## config.mk

```make
export PLATFORM = sky130hd
export DESIGN_NAME = ldsc_config_two
export DESIGN_NICKNAME = d
export VERILOG_FILES = /design/src/common/ldsc_pkg.sv /design/src/hdl/ldsc_config_two.sv
export SDC_FILE = /design/constraint.sdc
export NUM_CORES = 1
export LEC_CHECK = 0
export BUFFER_PORTS_ARGS = -buffer_cell sky130_fd_sc_hd__clkbuf_2
export CAP_MARGIN = 20
export CORE_UTILIZATION = 64
export CTS_BUF_LIST = sky130_fd_sc_hd__clkbuf_16
export DETAILED_ROUTE_END_ITERATION = 8
export PLACE_DENSITY_LB_ADDON = 0.3
export REMOVE_ABC_BUFFERS = 1
export SYNTH_ARGS = -nofsm -noshare
export SYNTH_HDL_FRONTEND = slang
export SYNTH_SLANG_ARGS = --single-unit
```

## constraint.sdc

```tcl
create_clock -name clk_sys -period 4.9 [get_ports clk_sys]
set_input_delay 0.245 -clock clk_sys [delete_from_list [all_inputs] [get_ports clk_sys]]
set_output_delay 0.245 -clock clk_sys [all_outputs]
set_load 0.02 [all_outputs]
```

## src/common/ldsc_pkg.sv

```systemverilog
/*
  Shared constants and types for the second configuration word of the LED driver.
  Assumes a 25 MHz system clock and a serial host that shifts MSB first.
*/
`default_nettype none
package ldsc_pkg;
  // Word geometry
  localparam int WORD_W = 16;
  localparam logic [4:0] LOAD_PULSES_A = 5'h0f;
  localparam logic [4:0] LOAD_PULSES_B = 5'h10;
  // Field positions inside the word
  localparam int BIT_TSD_OFF = 15;
  localparam int BIT_LOSS_OFF = 14;
  localparam int BIT_OPEN_EN = 13;
  localparam int BIT_SHORT_EN = 12;
  localparam int BIT_ASYNC = 11;
  localparam int BIT_DIVIDED = 10;
  localparam int BIT_STBY2_EN = 9;
  localparam int BIT_SHORT_THR2 = 8;
  localparam int BIT_DELAY_OFF = 7;
  localparam int BIT_SERIAL_DATA_OUT_FALL = 6;
  localparam int BIT_ONE_SHOT = 5;
  localparam logic [15:0] CFG_RESET = 16'h0000;
  // Divided output splits a period into this many segments
  localparam logic [7:0] DIV_SEGMENTS = 8'h80;
  // Timing
  localparam longint CLK_HZ = 25000000;
  localparam longint CLK_PERIOD_NS = 40;
  localparam longint LOSS_TIME_MS = 1000;
  localparam longint LOSS_CYCLES = CLK_HZ / 1000 * LOSS_TIME_MS;
  localparam longint WAKE_TIME_NS = 30000;
  localparam longint WAKE_CYCLES = (WAKE_TIME_NS + CLK_PERIOD_NS - 1) / CLK_PERIOD_NS;

  // Decoded configuration fields
  typedef struct packed {
    logic tsd_off;
    logic loss_detect_off;
    logic open_detect_en;
    logic short_detect_en;
    logic async_update;
    logic divided_output;
    logic standby2_en;
    logic short_threshold_two;
    logic delay_off;
    logic serial_data_out_falling;
    logic one_shot;
  } ldsc_cfg_t;

  // Clock loss monitor states, Gray along the path
  typedef enum logic [1:0] {
    LDSC_LS_IDLE = 2'b00,
    LDSC_LS_WATCH = 2'b01,
    LDSC_LS_OFF = 2'b11
  } ldsc_loss_t;
endpackage
`default_nettype wire

```

## src/hdl/ldsc_config_two.sv

```systemverilog
/*
  Second configuration word of a 16-channel LED driver: serial shift, load,
  decoded controls, clock loss watch, standby, PWM start timing.
  Assumes serial pins and the grayscale clock arrive asynchronously; command
  pulses and PWM status come from logic on clk_sys.
*/
// Overview of operation
// - Word is shifted in MSB first, bit 15 first, bit 0 last.
// - Bit 15 one disables overtemperature shutdown; zero keeps it.
// - Bit 14 one disables grayscale clock loss detection.
// - Clock seen once then absent one second forces all outputs off.
// - Forced off ends on init command or renewed grayscale clock.
// - Bit 13 one enables open output detection.
// - Bit 12 one enables shorted output detection.
// - Bit 11 selects asynchronous PWM update; zero synchronous.
// - Bit 10 selects divided PWM output; zero single pulse.
// - Bit 9 enables standby two, only with 16-bit resolution.
// - Standby entered when PWM registers one and three are all zero.
// - Standby keeps all data and still accepts serial input.
// - Any nonzero data gives pre-standby, behaving as normal.
// - Leaving standby takes about 30 microseconds before normal.
// - Bit 8 selects second short detection threshold.
// - Bit 7 one disables staggered output delay.
// - Bit 6 selects falling serial clock edge for data out.
// - Bit 5 zero repeats PWM until reset command.
// - Bit 5 one gives one PWM cycle per output command.
// - Load happens only after 15 or 16 clocks while latch high.
// - Async restarts PWM at once; sync waits for cycle end only while PWM runs, else starts at once.
// - Divided output uses 128 equal segments per period.
// - With shutdown enabled, overtemperature turns all outputs off.
`timescale 1ns/1ps
`default_nettype none
module ldsc_config_two
  import ldsc_pkg::*;
#(
  parameter longint LOSS_CYC = LOSS_CYCLES,
  parameter int WAKE_CYC = int'(WAKE_CYCLES)
)
(
  input wire logic clk_sys,
  input wire logic reset_n,
  input wire logic serial_clock,
  input wire logic serial_data_in,
  input wire logic latch_line,
  input wire logic grayscale_clock,
  input wire logic overtemp_flag,
  input wire logic init_command,
  input wire logic output_commit_command,
  input wire logic pwm_cycle_end,
  input wire logic pwm_res_16bit,
  input wire logic pwm_regs_all_zero,
  output logic serial_data_out,
  output ldsc_cfg_t config_fields,
  output logic [7:0] pwm_segments,
  output logic outputs_forced_off,
  output logic analog_power_on,
  output logic analog_ready,
  output logic pwm_start,
  output logic pwm_running
);

  logic [2:0] sck_sync_r;
  logic [1:0] sdi_sync_r;
  logic [2:0] lat_sync_r;
  logic [2:0] gck_sync_r;
  logic [1:0] ot_sync_r;
  logic sck_rise;
  logic sck_fall;
  logic lat_rise;
  logic lat_fall;
  logic gck_edge;
  logic [15:0] shift_r;
  logic [4:0] pulse_cnt_r;
  logic [15:0] cfg_r;
  logic serial_data_out_r;
  ldsc_loss_t loss_r;
  logic [31:0] loss_cnt_r;
  logic standby;
  logic standby_d_r;
  logic [15:0] wake_cnt_r;
  logic pending_r;
  logic start_r;
  logic run_r;

  // Two-stage synchronisers; third stage only for edge finding
  always_ff @(posedge clk_sys or negedge reset_n)
  begin
    if (!reset_n)
    begin
      sck_sync_r <= 3'h0;
      sdi_sync_r <= 2'h0;
      lat_sync_r <= 3'h0;
      gck_sync_r <= 3'h0;
      ot_sync_r <= 2'h0;
    end
    else
    begin
      sck_sync_r <= {sck_sync_r[1:0], serial_clock};
      sdi_sync_r <= {sdi_sync_r[0], serial_data_in};
      lat_sync_r <= {lat_sync_r[1:0], latch_line};
      gck_sync_r <= {gck_sync_r[1:0], grayscale_clock};
      ot_sync_r <= {ot_sync_r[0], overtemp_flag};
    end
  end

  // Edges of synchronised levels
  assign sck_rise = sck_sync_r[1] & ~sck_sync_r[2];
  assign sck_fall = ~sck_sync_r[1] & sck_sync_r[2];
  assign lat_rise = lat_sync_r[1] & ~lat_sync_r[2];
  assign lat_fall = ~lat_sync_r[1] & lat_sync_r[2];
  assign gck_edge = gck_sync_r[1] ^ gck_sync_r[2];

  // Serial shift, MSB enters first and ends at bit 15
  always_ff @(posedge clk_sys or negedge reset_n)
  begin
    if (!reset_n)
      shift_r <= 16'h0000;
    else if (sck_rise)
      shift_r <= {shift_r[14:0], sdi_sync_r[1]};
  end

  // Clock pulses counted while latch is high, saturating
  always_ff @(posedge clk_sys or negedge reset_n)
  begin
    if (!reset_n)
      pulse_cnt_r <= 5'h00;
    else if (lat_rise)
      pulse_cnt_r <= 5'h00;
    else if (lat_sync_r[1] && sck_rise && pulse_cnt_r != 5'h1f)
      pulse_cnt_r <= pulse_cnt_r + 5'h01;
  end

  // Configuration word: load at latch fall, clear on init
  always_ff @(posedge clk_sys or negedge reset_n)
  begin
    if (!reset_n)
      cfg_r <= CFG_RESET;
    else if (init_command)
      cfg_r <= CFG_RESET;
    else if (lat_fall && (pulse_cnt_r == LOAD_PULSES_A || pulse_cnt_r == LOAD_PULSES_B))
      cfg_r <= {shift_r[15:5], 5'h00};
  end

  // Field decode, one process drives the whole struct
  always_comb
  begin
    config_fields.tsd_off = cfg_r[BIT_TSD_OFF];
    config_fields.loss_detect_off = cfg_r[BIT_LOSS_OFF];
    config_fields.open_detect_en = cfg_r[BIT_OPEN_EN];
    config_fields.short_detect_en = cfg_r[BIT_SHORT_EN];
    config_fields.async_update = cfg_r[BIT_ASYNC];
    config_fields.divided_output = cfg_r[BIT_DIVIDED];
    config_fields.standby2_en = cfg_r[BIT_STBY2_EN];
    config_fields.short_threshold_two = cfg_r[BIT_SHORT_THR2];
    config_fields.delay_off = cfg_r[BIT_DELAY_OFF];
    config_fields.serial_data_out_falling = cfg_r[BIT_SERIAL_DATA_OUT_FALL];
    config_fields.one_shot = cfg_r[BIT_ONE_SHOT];
  end

  // Segment count for the PWM engine, one when not divided
  assign pwm_segments = cfg_r[BIT_DIVIDED] ? DIV_SEGMENTS : 8'h01;

  // Serial data out changes on the selected clock edge
  always_ff @(posedge clk_sys or negedge reset_n)
  begin
    if (!reset_n)
      serial_data_out_r <= 1'b0;
    else if (cfg_r[BIT_SERIAL_DATA_OUT_FALL] ? sck_fall : sck_rise)
      serial_data_out_r <= shift_r[15];
  end

  assign serial_data_out = serial_data_out_r;

  // Grayscale clock loss monitor
  always_ff @(posedge clk_sys or negedge reset_n)
  begin
    if (!reset_n)
    begin
      loss_r <= LDSC_LS_IDLE;
      loss_cnt_r <= 32'h0;
    end
    else if (init_command || cfg_r[BIT_LOSS_OFF])
    begin
      loss_r <= LDSC_LS_IDLE;
      loss_cnt_r <= 32'h0;
    end
    else
    begin
      case (loss_r)
        LDSC_LS_IDLE:
        begin
          loss_cnt_r <= 32'h0;
          if (gck_edge)
            loss_r <= LDSC_LS_WATCH;
        end
        LDSC_LS_WATCH:
        begin
          if (gck_edge)
            loss_cnt_r <= 32'h0;
          else if (loss_cnt_r >= 32'(LOSS_CYC - 1))
            loss_r <= LDSC_LS_OFF;
          else
            loss_cnt_r <= loss_cnt_r + 32'h1;
        end
        LDSC_LS_OFF:
        begin
          loss_cnt_r <= 32'h0;
          if (gck_edge)
            loss_r <= LDSC_LS_WATCH;
        end
        default:
        begin
          loss_r <= LDSC_LS_IDLE;
          loss_cnt_r <= 32'h0;
        end
      endcase
    end
  end

  // All outputs off on clock loss or overtemperature
  assign outputs_forced_off = (loss_r == LDSC_LS_OFF) |
                              (ot_sync_r[1] & ~cfg_r[BIT_TSD_OFF]);

  // Standby two: data-dependent, only at 16-bit resolution
  assign standby = cfg_r[BIT_STBY2_EN] & pwm_res_16bit & pwm_regs_all_zero;
  assign analog_power_on = ~standby;

  // Wake delay after leaving standby
  always_ff @(posedge clk_sys or negedge reset_n)
  begin
    if (!reset_n)
    begin
      standby_d_r <= 1'b0;
      wake_cnt_r <= 16'h0;
    end
    else
    begin
      standby_d_r <= standby;
      if (standby)
        wake_cnt_r <= 16'h0;
      else if (standby_d_r)
        wake_cnt_r <= 16'(WAKE_CYC);
      else if (wake_cnt_r != 16'h0)
        wake_cnt_r <= wake_cnt_r - 16'h1;
    end
  end

  assign analog_ready = ~standby & ~standby_d_r & (wake_cnt_r == 16'h0);

  // PWM start timing: async or idle now, sync while running at cycle end with latest data
  always_ff @(posedge clk_sys or negedge reset_n)
  begin
    if (!reset_n)
    begin
      pending_r <= 1'b0;
      start_r <= 1'b0;
    end
    else if (init_command)
    begin
      pending_r <= 1'b0;
      start_r <= 1'b0;
    end
    else if (output_commit_command && (cfg_r[BIT_ASYNC] || !run_r))
    begin
      pending_r <= 1'b0;
      start_r <= 1'b1;
    end
    else if (output_commit_command)
    begin
      pending_r <= 1'b1;
      start_r <= 1'b0;
    end
    else if (pending_r && pwm_cycle_end)
    begin
      pending_r <= 1'b0;
      start_r <= 1'b1;
    end
    else
      start_r <= 1'b0;
  end

  assign pwm_start = start_r;

  // Run flag: repeat until init, one-shot stops at cycle end
  always_ff @(posedge clk_sys or negedge reset_n)
  begin
    if (!reset_n)
      run_r <= 1'b0;
    else if (init_command)
      run_r <= 1'b0;
    else if (start_r)
      run_r <= 1'b1;
    else if (pwm_cycle_end && cfg_r[BIT_ONE_SHOT] && !pending_r)
      run_r <= 1'b0;
  end

  assign pwm_running = run_r;

endmodule // ldsc_config_two
`default_nettype wire

```

Word level (Yosys, flattened, before mapping)
Index checks and enable logic that the tools add are counted.

operators by class
  add/sub/neg operators = 3
  magnitude comparators = 1
  equal/unequal tests = 9
  mux-type cells = 29
  bitwise operators = 18
  reduce and logical (&&, ||, !) cells = 22

operator list
  kind                                                                  count
  two-way mux 32 bit                                                    4
  two-way mux 16 bit                                                    5
  adder 32 x 1 -> 32 bit (second input constant)                        1
  greater-or-equal comparator 32 x 25 -> 1 bit (second input constant)  1
  zero test 16 bit                                                      1
  nonzero test 16 bit                                                   1
  subtractor 16 x 1 -> 16 bit (second input constant)                   1
  two-way mux 1 bit                                                     12
  two-way mux 5 bit                                                     2
  AND 1 bit                                                             9
  two-way mux 2 bit                                                     4
  two-way mux 8 bit                                                     1
  logical AND 1 bit                                                     7
  NOT 1 bit                                                             7
  inequality test 3 bit (second input constant)                         2
  nonzero test 3 bit                                                    2
  adder 5 x 1 -> 5 bit (second input constant)                          1
  == test 5 x 4 -> 1 bit (second input constant)                        1
  == test 5 bit (second input constant)                                 1
  inequality test 5 bit (second input constant)                         1
  inequality test 4 bit (second input constant)                         1
  case mux 2 bit (2 select lines)                                       1
  nonzero test 2 bit                                                    2
  nonzero test 4 bit                                                    1
  10 further kinds                                                      13

storage, ports and cells
  register bits = 105
  input port bits = 12
  output and inout port bits = 25
  logic and storage cells = 98

Logic depth before layout (Yosys ltp)
Gate-level depths: netlist of run 1.

  word-level depth = 6
  gate-level depth with buffers = 10
  mapped depth without buffers = 9

Worst setup path after synthesis of run 1
No wires, ideal clock.

  path kind = register to output
  from = register wake_cnt_r[4]
  to = output analog_ready
  data arrival time = 1,896 ps
  data required time = 4,655 ps
  setup slack = 2,759 ps
  cell stages (with the launch flop) = 6
  path buffers = 1
  cells stage by stage = dfrtp_1 or3_4 nor4_4 or4b_1 buf_2 nor2_1

on the way
  word-level cells in the longest chain between the ends = 2

ends and longest elaborated chain
  what                    line                    source
  start, declared         ldsc_config_two.sv:80   logic [15:0] wake_cnt_r;
  start signal, assigned  ldsc_config_two.sv:242  wake_cnt_r <= 16'(WAKE_CYC);
  start signal, assigned  ldsc_config_two.sv:244  wake_cnt_r <= wake_cnt_r - 16'h1;
  zero test 16 bit        ldsc_config_two.sv:248  assign analog_ready = ~standby & ~standby_d_r & (wake_cnt_r == 16'h0);
  AND 1 bit               ldsc_config_two.sv:248
  end, declared           ldsc_config_two.sv:57   output logic analog_ready,

Every way passes these cells.

Worst setup path after layout of run 1
Ends and elaborated chain as after synthesis.

==> results by group, run 1 <==
Timing
  – Post-route setup slack: 2.28 ns
  – Unrepaired setup endpoints after global routing: false
  – Fin. Hold Viols: 0
  – Period utilization: 0.534
  – Fin Hold WS: 0.0171 ns
  – Setup_tns: 0 ns
  – Max-slew violations: 0
  – Crit path time final: 2.62 ns
  – Rel. slew slack: 0.393
  – Worst-Margin Slew: 0.909 ns
  – Clock skew: 0.00821 ns
  – Final setup viols: 0
  – F_max: 382 MHz

Synthesis
  – Post-synth EDFFs: 0
  – Yosys warning total: 0
  – Cell taking the most area after synthesis: dfrtp_1
  – Post-synth top area share: 0.540
  – Ys flop type: dfrtp_1
  – Sequential-to-total area share from yosys stat: 0.540
  – Post-synth ARST share: 1.00
  – Area contributors post-synth: dfrtp_1 54%, mux2_2 4.4%, nor2_1 3.8%
  – Synth Instances: 438
  – Synth Cell Area: 4630 um^2
  – Synth Register Bits: 100
  – Synth cell types: 49
  – Syn_area_per_cell: 10.6 um^2

GRT
  – Initial antenna violation count: 0
  – Overall Global Routing Usage: 0.264
  – Global-route wire length before repair: 15,400 um
  – GRT overflow: 0
  – Largest net degree at the start of global routing: 66
  – Vias in the first global route: 3,444

Place
  – Dpl cells: 551
  – RD Place Congestion: 0.782
  – I/O Buffers: 30
  – Pre-CTS WS: 2.38 ns
  – DP HPWL: 5880 um
  – Placement Cell Area: 4830 um^2

Route
  – Starting DRC count in detailed routing: 207
  – DR vias/cell: 5.91
  – Router iterations before antenna repair: 4
  – Residual DRC: 0
  – Vias: 3,381
  – WL/cell: 15.7 um
  – Post-DRT Antenna Nets: 0
  – DRT Wirelength: 8990 um

CTS
  – Clk_lat worst skew: 0.34 ns
  – Cts hold-fix bufs: 4
  – Root Buffer Master: clkbuf_16
  – CTS tree: built
  – Post-CTS setup repair buffer count: 0
  – Clock slew at reported path FFs: 0.07 ns
  – Post-CTS Resized: 0
  – Max Root-Sink Buffers: 2
  – CTS Buf Count: 9
  – Clock Sinks: 100
  – CTS HTree Levels: 3

Outcome
  – Status: completed

Cells and area
  – FILL cells: 502
  – Layout cell share with drive strength beyond 1: 0.168
  – Area Growth Syn to Fin: 11.4%
  – Util after Layout: 0.748
  – Layout Cells excl Fill: 572
  – Inserted Diodes: 0
  – Post-route design area: 5160 um^2
  – Layout Nets: 492

Die
  – Die Ht: 87.1 um
  – Num rows: 30
  – Boundary Pins: 37
  – Initial Util: 0.671
  – Die Span X: 87.1 um
  – Total core area: 6910 um^2
  – Die ar.: 7590 um^2

Critical path
  – Crit end category: primary output
  – Crit path launch type: flop
  – WS Path Type: flop to primary output
  – Data arrival time of the critical path: 2.37 ns
  – R2R setup slack: 2.35 ns
  – Critical path data required time: 4.66 ns
  – CP max FO: 6

Flow run
  – Max_cap viols: 0

Pwr
  – Static leakage: 2.39 nW
  – Peak VDD IR: 0.000238 V
  – PD cells: 385 nW/um^2
  – Tot Pwr: 1.99 mW

Min path
  – HP Class: primary input to flop
-- cell usage in the layout (no fill, tap or decap), types with 3 or more instances in the layout --
master         count
clkbuf_2          30
ha_1               9
and3_1            11
mux2i_1           13
inv_8              3
or3_1             13
o21ai_0           16
nand4_1           13
nand2_1           34
nand3_1           13
conb_1             6
nor3_1             8
clkbuf_16          9
a21oi_1           26
dlygate4sd3_1      4
nor2_1            47
and4_1             4
inv_1             16
and2_1             3
dfrtp_1          100
buf_4              4
or2_2              4
mux2_2            18
nor4_1             5
xnor2_1            9
o31ai_1            6
xor2_1            12
or4_1              6
-- kinds of logic (layout without fill, tap and decap cells) --
family	Yosys count	in the layout	share of synthesized area
AO/OA/AOI/OAI	62	62	0.0807
XOR/XNOR	21	21	0.0397
adder cells (fa/ha/maj)	9	9	0.0243
buffers and inverters	38	71	0.0394
flip-flops	100	100	0.540
multiplexers	31	31	0.0718
other	1	6	0.000809
AND/OR/NAND/NOR	176	176	0.203
-- worst max-delay path: stages, from the launching register on --
cell and delay (ns):
dfrtp_1 0.42, or3_4 0.41, nor4_4 0.27, or4b_1 0.60, nor2_1 0.15, clkbuf_2 0.18
-- registers in the layout (all words and copies together) (netlist names) --
signal	flops
serial_data_out	1
pwm_start	1
loss_r	2
gck_sync_r	3
loss_cnt_r	32
standby_d_r	1
sdi_sync_r	2
lat_sync_r	3
pending_r	1
ot_sync_r	2
shift_r	16
wake_cnt_r	16
pulse_cnt_r	5
pwm_running	1
sck_sync_r	3
cfg_r	11
-- power by group --
group	switching, mW	total, mW	leakage (nW)	internal [mW]
Combinational	0.136	0.267	0.930	0.131
Sequential	0.102	1.04	1.31	0.936
Clock	0.326	0.684	0.146	0.358
Total	0.564	1.99	2.39	1.42
-- synth_stat cells (all sizes together) (7+ instances only) --
cell / number
xor2: 12
dfrtp: 100
mux2: 18
nor2: 47
clkbuf: 7
nand4: 13
inv: 16
ha: 9
buf: 14
nand2: 34
or3: 14
xnor2: 9
o21ai: 16
nor4: 7
and3: 11
a21oi: 26
nand3: 15
mux2i: 13
nor3: 8
-- area by class of cell --
class	count	area, um^2	area share
well taps	96	120	0.0233
clock buffers	9	225	0.0436
flip-flops and latches	100	2500	0.484
clock inverters	7	65.1	0.0126
repair buffers	38	220	0.0426
inverters	17	63.8	0.0124
multi-input cells	305	1970	0.381
-- path summary, 6_finish.rpt --
path | from | end | depth (start not counted)
min in group asynchronous | reset_n | sck_sync_r[2] | 2
max | wake_cnt_r[4] | analog_ready | 5
min | latch_line | lat_sync_r[0] | 1
max reg2reg | loss_cnt_r[27] | loss_cnt_r[23] | 6
min reg2reg | sdi_sync_r[0] | sdi_sync_r[1] | 0
max in group asynchronous | reset_n | loss_cnt_r[5] | 3
-- routing by layer --
layer  GRT usage  wire (um)  part of all wire  up-vias
met3      0.0664        321             0.036       16
li1            -          -                 -     1602
met1       0.331       4000              0.44     1677
met5           0          0                 0        -
met4      0.0984        150             0.017        0
met2       0.446       4530              0.50       86
Power figures use the tool's default switching activity.
==> run 2: changes to the inputs <==
- CORE_UTILIZATION: 64 -> 60
- clock period: 4.9 -> 2.71 ns (I/O delays scaled with it)
==> run 2 against run 1 <==
Against the previous run:
- combinational power is 83% higher
- final cell count is 1.4% higher
- count of clock-buffer cells in the layout stayed put
- sequential power is 80% higher
- via count is 0.35% lower
- sequential share of layout area is 0.69 points lower
- worst setup slack worse by 2.0 ns
- first-iteration DRC count is 2.9% lower
- clock skew is 0.0040 ns higher
- total power is 83% higher
==> results by group, run 2 (same netlist as run 1, synthesis figures left out) <==
CTS
  – CTS HTree Levels: 3
  – CTS Buf Count: 9
  – Post-CTS setup repair buffer count: 0
  – Post-CTS Resized: 0
  – Max Root-Sink Buffers: 2
  – CTS tree: built
  – Clock slew at reported path FFs: 0.07 ns
  – Cts hold-fix bufs: 6
  – Root Buffer Master: clkbuf_16
  – Clk_lat worst skew: 0.35 ns
  – Clock Sinks: 100

Cells and area
  – Post-route design area: 5240 um^2
  – Largest Register: loss_cnt_r
  – FILL cells: 550
  – Inserted Diodes: 0
  – Layout cell share with drive strength beyond 1: 0.173
  – Util after Layout: 0.711
  – Max reg flops: 32
  – Area Growth Syn to Fin: 13.1%
  – Most common cell after layout, fill and taps aside: dfrtp_1
  – Sequential cell area: 2500 um^2
  – Commonest cells after routing, fill and taps aside: 100 x dfrtp_1, 47 x nor2_1, 34 x nand2_1, 29 x clkbuf_2, 26 x a21oi_1
  – Biggest regs: loss_cnt_r x32, shift_r x16, wake_cnt_r x16
  – Area taken by multi-input logic gates: 1970 um^2
  – Layout Nets: 497
  – Layout Cells excl Fill: 580

Die
  – Initial Util: 0.629
  – Die Span X: 89.9 um
  – Die Ht: 89.9 um
  – Die ar.: 8080 um^2
  – Boundary Pins: 37
  – Total core area: 7370 um^2
  – Num rows: 31

Critical path
  – CP max FO: 6
  – WS Path Type: flop to primary output
  – Crit path launch type: flop
  – Crit end category: primary output
  – Data arrival time of the critical path: 2.31 ns
  – Critical path data required time: 2.57 ns

Timing
  – Crit path time final: 2.44 ns
  – Fin Hold WS: 0.0724 ns
  – Unrepaired setup endpoints after global routing: false
  – Period utilization: 0.902
  – F_max: 409 MHz
  – Final setup viols: 0
  – Rel. slew slack: 0.550
  – Max-slew violations: 0
  – Setup_tns: 0 ns
  – Fin. Hold Viols: 0
  – Worst-Margin Slew: 0.674 ns
  – Clock skew: 0.0122 ns
  – Post-route setup slack: 0.266 ns

Route
  – DR vias/cell: 5.81
  – Residual DRC: 0
  – Vias: 3,369
  – Router iterations before antenna repair: 4
  – WL/cell: 15.5 um
  – Starting DRC count in detailed routing: 201
  – DRT Wirelength: 8990 um
  – Post-DRT Antenna Nets: 0

Place
  – RD Place Congestion: 0.799
  – Pre-CTS WS: 0.360 ns
  – I/O Buffers: 30
  – Placement Cell Area: 4880 um^2
  – DP HPWL: 5810 um
  – Dpl cells: 558

Min path
  – HP Class: primary input to flop

Outcome
  – Status: completed

Pwr
  – PD cells: 696 nW/um^2
  – Peak VDD IR: 0.000553 V
  – Tot Pwr: 3.65 mW
  – Static leakage: 2.42 nW

GRT
  – Global-route wire length before repair: 15,500 um
  – Largest net degree at the start of global routing: 63
  – GRT overflow: 0
  – Vias in the first global route: 3,321
  – Overall Global Routing Usage: 0.240
  – Initial antenna violation count: 0

Flow run
  – Max_cap viols: 0
## run 2: critical path, stage by stage (launching register included)
cell and delay, ns:
dfrtp_1 0.40, or3_4 0.42, nor4_4 0.26, or4b_1 0.58
nor2_1 0.13, clkbuf_2 0.17
## run 2: cell type report
type,count,share of cell area
Timing Repair Buffer,43,0.0530
Inverter,17,0.0122
Multi-Input combinational cell,305,0.376
Clock inverter,7,0.0150
Clock buffer,9,0.0430
Sequential cell,100,0.478
Tap cell,99,0.0236
## run 2: worst paths after layout
path                                from             end  slack [ns]  cells after the start
min in group asynchronous        reset_n  pulse_cnt_r[3]        0.29                      2
hold / removal             pwm_cycle_end       pwm_start        0.07                      3
setup reg to reg           loss_cnt_r[0]  loss_cnt_r[23]        0.29                      7
max in group asynchronous        reset_n  loss_cnt_r[15]        1.72                      3
hold reg to reg             ot_sync_r[0]    ot_sync_r[1]        0.36                      0
setup / recovery           wake_cnt_r[6]    analog_ready        0.27                      5
## run 2: layer usage
layer | global-route usage | wire, um | up-vias
met4 | 0.0766 | 127 | 0
met2 | 0.396 | 4470 | 73
met1 | 0.320 | 4090 | 1661
met5 | 0 | 0 | -
li1 | - | - | 1624
met3 | 0.0516 | 294 | 11
## run 2: report_power, final
| part | switching, mW | internal, mW |
|---|---|---|
| Sequential | 0.179 | 1.69 |
| Combinational | 0.245 | 0.243 |
| Clock | 0.631 | 0.657 |
==> run 3: changes to the inputs <==
- ABC_AREA: unset -> 1
==> run 3 against run 2 <==
Against the previous run:
- first-iteration DRC count is 7.5% higher
- largest cell class unchanged
- synthesized cell count is 45% higher
- critical endpoint is now loss_cnt_r[0]
- sequential share of layout area is 4.2 points lower
- routed wire length is 25% higher
- core utilization is 1.9 points lower
- sequential power is 14% lower
- final area is 9.5% higher
- fmax is 16% higher
- largest power group unchanged
==> results by group, run 3 <==
Cells and area
  – Inserted Diodes: 0
  – Commonest cells after routing, fill and taps aside: 134 x nand2_1, 100 x dfrtp_1, 85 x inv_1, 62 x nor2_1, 56 x nand3_1
  – Biggest regs: loss_cnt_r x32, shift_r x16, wake_cnt_r x16
  – Largest Register: loss_cnt_r
  – Layout cell share with drive strength beyond 1: 0.126
  – Max reg flops: 32
  – Area Growth Syn to Fin: 10.3%
  – Most common cell after layout, fill and taps aside: nand2_1
  – Layout Nets: 690
  – FILL cells: 634

GRT
  – Vias in the first global route: 4,201
  – Most used routing layer: met2
  – Grt met3 use: 0.0415
  – GRT overflow: 0
  – Initial antenna violation count: 0
  – Global-route wire length before repair: 18,900 um
  – Overall Global Routing Usage: 0.272
  – Largest net degree at the start of global routing: 53
  – Met2 usage: 0.451
  – GR Util met1: 0.354

Timing
  – Clock skew: 0.00944 ns
  – Setup_tns: 0 ns
  – Post-route setup slack: 0.596 ns
  – Worst-Margin Slew: 0.693 ns
  – Fin. Hold Viols: 0
  – Rel. slew slack: 0.538
  – Unrepaired setup endpoints after global routing: false
  – F_max: 473 MHz
  – Crit path time final: 2.11 ns
  – Max-slew violations: 0
  – Period utilization: 0.780
  – Final setup viols: 0

CTS
  – CTS tree: built
  – Clock slew at reported path FFs: 0.07 ns
  – Clk_lat worst skew: 0.35 ns
  – Root Buffer Master: clkbuf_16
  – CTS HTree Levels: 3
  – Post-CTS Resized: 0
  – Max Root-Sink Buffers: 2
  – CTS Buf Count: 9
  – Clock Sinks: 100

Synthesis
  – Cell taking the most area after synthesis: dfrtp_1
  – Post-synth EDFFs: 0
  – Synth Instances: 635
  – Syn_area_per_cell: 8.19 um^2
  – Post-synthesis compound-gate area fraction: 0.0753
  – Ys flop type: dfrtp_1
  – Synth Register Bits: 100
  – Synth cell types: 37
  – Yosys warning total: 0
  – Synth Cell Area: 5200 um^2
  – Post-synth ARST share: 1.00
  – Mux contribution to synthesized area: 0
  – Post-synthesis simple-gate area fraction: 0.289
  – Most frequent cell after synthesis: nand2_1
  – XOR/XNOR share of the synthesized area: 0.0402
  – Synth top cells by count: 134 x nand2_1, 100 x dfrtp_1, 85 x inv_1
  – Adder-Cell Fraction of Synth Area: 0.0216
  – Sequential-to-total area share from yosys stat: 0.481
  – Area contributors post-synth: dfrtp_1 48%, nand2_1 9.7%, inv_1 6.1%
  – Post-synth top area share: 0.481
  – Main combinational cell family by area after synthesis: simple AND/OR/NAND/NOR gates

Route
  – Vias: 4,357
  – Router iterations before antenna repair: 5
  – Residual DRC: 0
  – Post-DRT Antenna Nets: 0
  – WL/cell: 14.4 um
  – Starting DRC count in detailed routing: 216
  – DRT Wirelength: 11,200 um
  – DR vias/cell: 5.59

Pwr
  – PD cells: 550 nW/um^2
  – Peak VDD IR: 0.000488 V
  – Static leakage: 2.69 nW

Min path
  – Hold-critical path endpoint: pwm_start
  – Hold_sp: output_commit_command
  – HP Class: primary input to flop
  – Hold Path Depth: 3

Critical path
  – Crit-path cells: inv_1 -> ha_1 -> inv_1 -> nor2_4 -> nand3_2 -> nand2_2 -> nand3_1 -> nand2_1
  – Crit path launch type: flop
  – Reg2Reg Depth: 8
  – Max stage delay cell, worst path: nor2_4
  – Data arrival time of the critical path: 2.40 ns
  – Critical path data required time: 2.99 ns
  – Reg-to-Reg Start: loss_r[1]
  – Worst R2R End: loss_cnt_r[0]
  – R2R setup slack: 0.60 ns
  – WS Path Type: flop to flop
  – CP max FO: 20
  – CP most frequent cell: inv_1
  – Crit end category: flop
  – Crit path largest cell delay: 0.48 ns

Die
  – Num rows: 33
  – Die Ht: 95.1 um
  – Boundary Pins: 37
  – Die ar.: 9050 um^2
  – Initial Util: 0.627
  – Die Span X: 95.1 um
  – Total core area: 8300 um^2

Place
  – DP HPWL: 7790 um
  – RD Place Congestion: 0.932
  – Pre-CTS WS: 0.662 ns
  – I/O Buffers: 30

Outcome
  – Status: completed

Flow run
  – Max_cap viols: 0
==> run 3: changes by cell type after synthesis, sizes merged, moves of 14 or more <==
cell   change
a21oi     -17
inv       +73
mux2      -18
nand2    +106
nand3     +45
nor2      +24
o21ai     +32
or3       -14
==> run 3: cell type report <==
cell class / instances / area, um^2 / share of cell area
inverter: 89 / 334 / 0.0582
timing repair buffer: 40 / 243 / 0.0423
clock buffer: 9 / 225 / 0.0392
tap: 105 / 131 / 0.0229
clock inverter: 7 / 62.6 / 0.0109
multi-input combinational: 429 / 2240 / 0.390
sequential: 100 / 2500 / 0.436
==> run 3: logic make-up after synthesis <==
logic type / count (synthesis)
buffers and inverters: 111
AO/OA/AOI/OAI: 69
adder cells (fa/ha/maj): 9
other: 1
XOR/XNOR: 23
AND/OR/NAND/NOR: 322
flip-flops: 100
==> run 3: per-stage QoR <==
step                instance area (um^2)  instances   util  hold WS [ns]  total power [mW]
floorplan                           5080        618      -        -0.160              1.80
global placement                    5390        757  0.650         0.204              1.90
detailed placement                  5390        757  0.650         0.212              1.91
CTS                                 5740        779  0.692        0.0504              3.17
global route                        5740        779  0.692        0.0577              3.26
finish                              5740        779  0.692        0.0561              3.15
==> run 3: metal layers <==
layer	share of wire	vias to the layer above
met5	0	-
met4	0.023	0
met3	0.053	22
met2	0.49	149
met1	0.43	2075
li1	-	2111
==> run 3: repair_timing <==
action	4_1_cts	5_1_grt
endpoints found under the hold margin	54	0
hold buffers	6	0
buffers inserted	0	0
==> run 3: power breakdown <==
group / switching (mW) / internal (mW) / total (mW)
clock: 0.612 / 0.648 / 1.26
combinational: 0.215 / 0.0750 / 0.290
sequential: 0.0434 / 1.56 / 1.60
total: 0.870 / 2.28 / 3.15
==> run 3: worst max-delay path by stage <==
stage | from | endpoint | slack (ns) | depth (start not counted)
finish | loss_r[1] | loss_cnt_r[0] | 0.60 | 8
global route | loss_r[1] | loss_cnt_r[15] | 0.41 | 8
CTS | loss_r[1] | loss_cnt_r[1] | 0.64 | 8
detailed placement | loss_r[1] | loss_cnt_r[17] | 0.66 | 8
global placement | loss_r[1] | loss_cnt_r[12] | 0.73 | 8
floorplan | gck_sync_r[2] | loss_cnt_r[2] | 0.85 | 5
==> run 3: critical path, delay by kind of cell (launching register included) <==
family / cells / cell delay (ns)
and+or+nand+nor: 5 / 1.27
DFF: 1 / 0.42
adders and majority gates: 1 / 0.15
buffers and inverters: 2 / 0.22
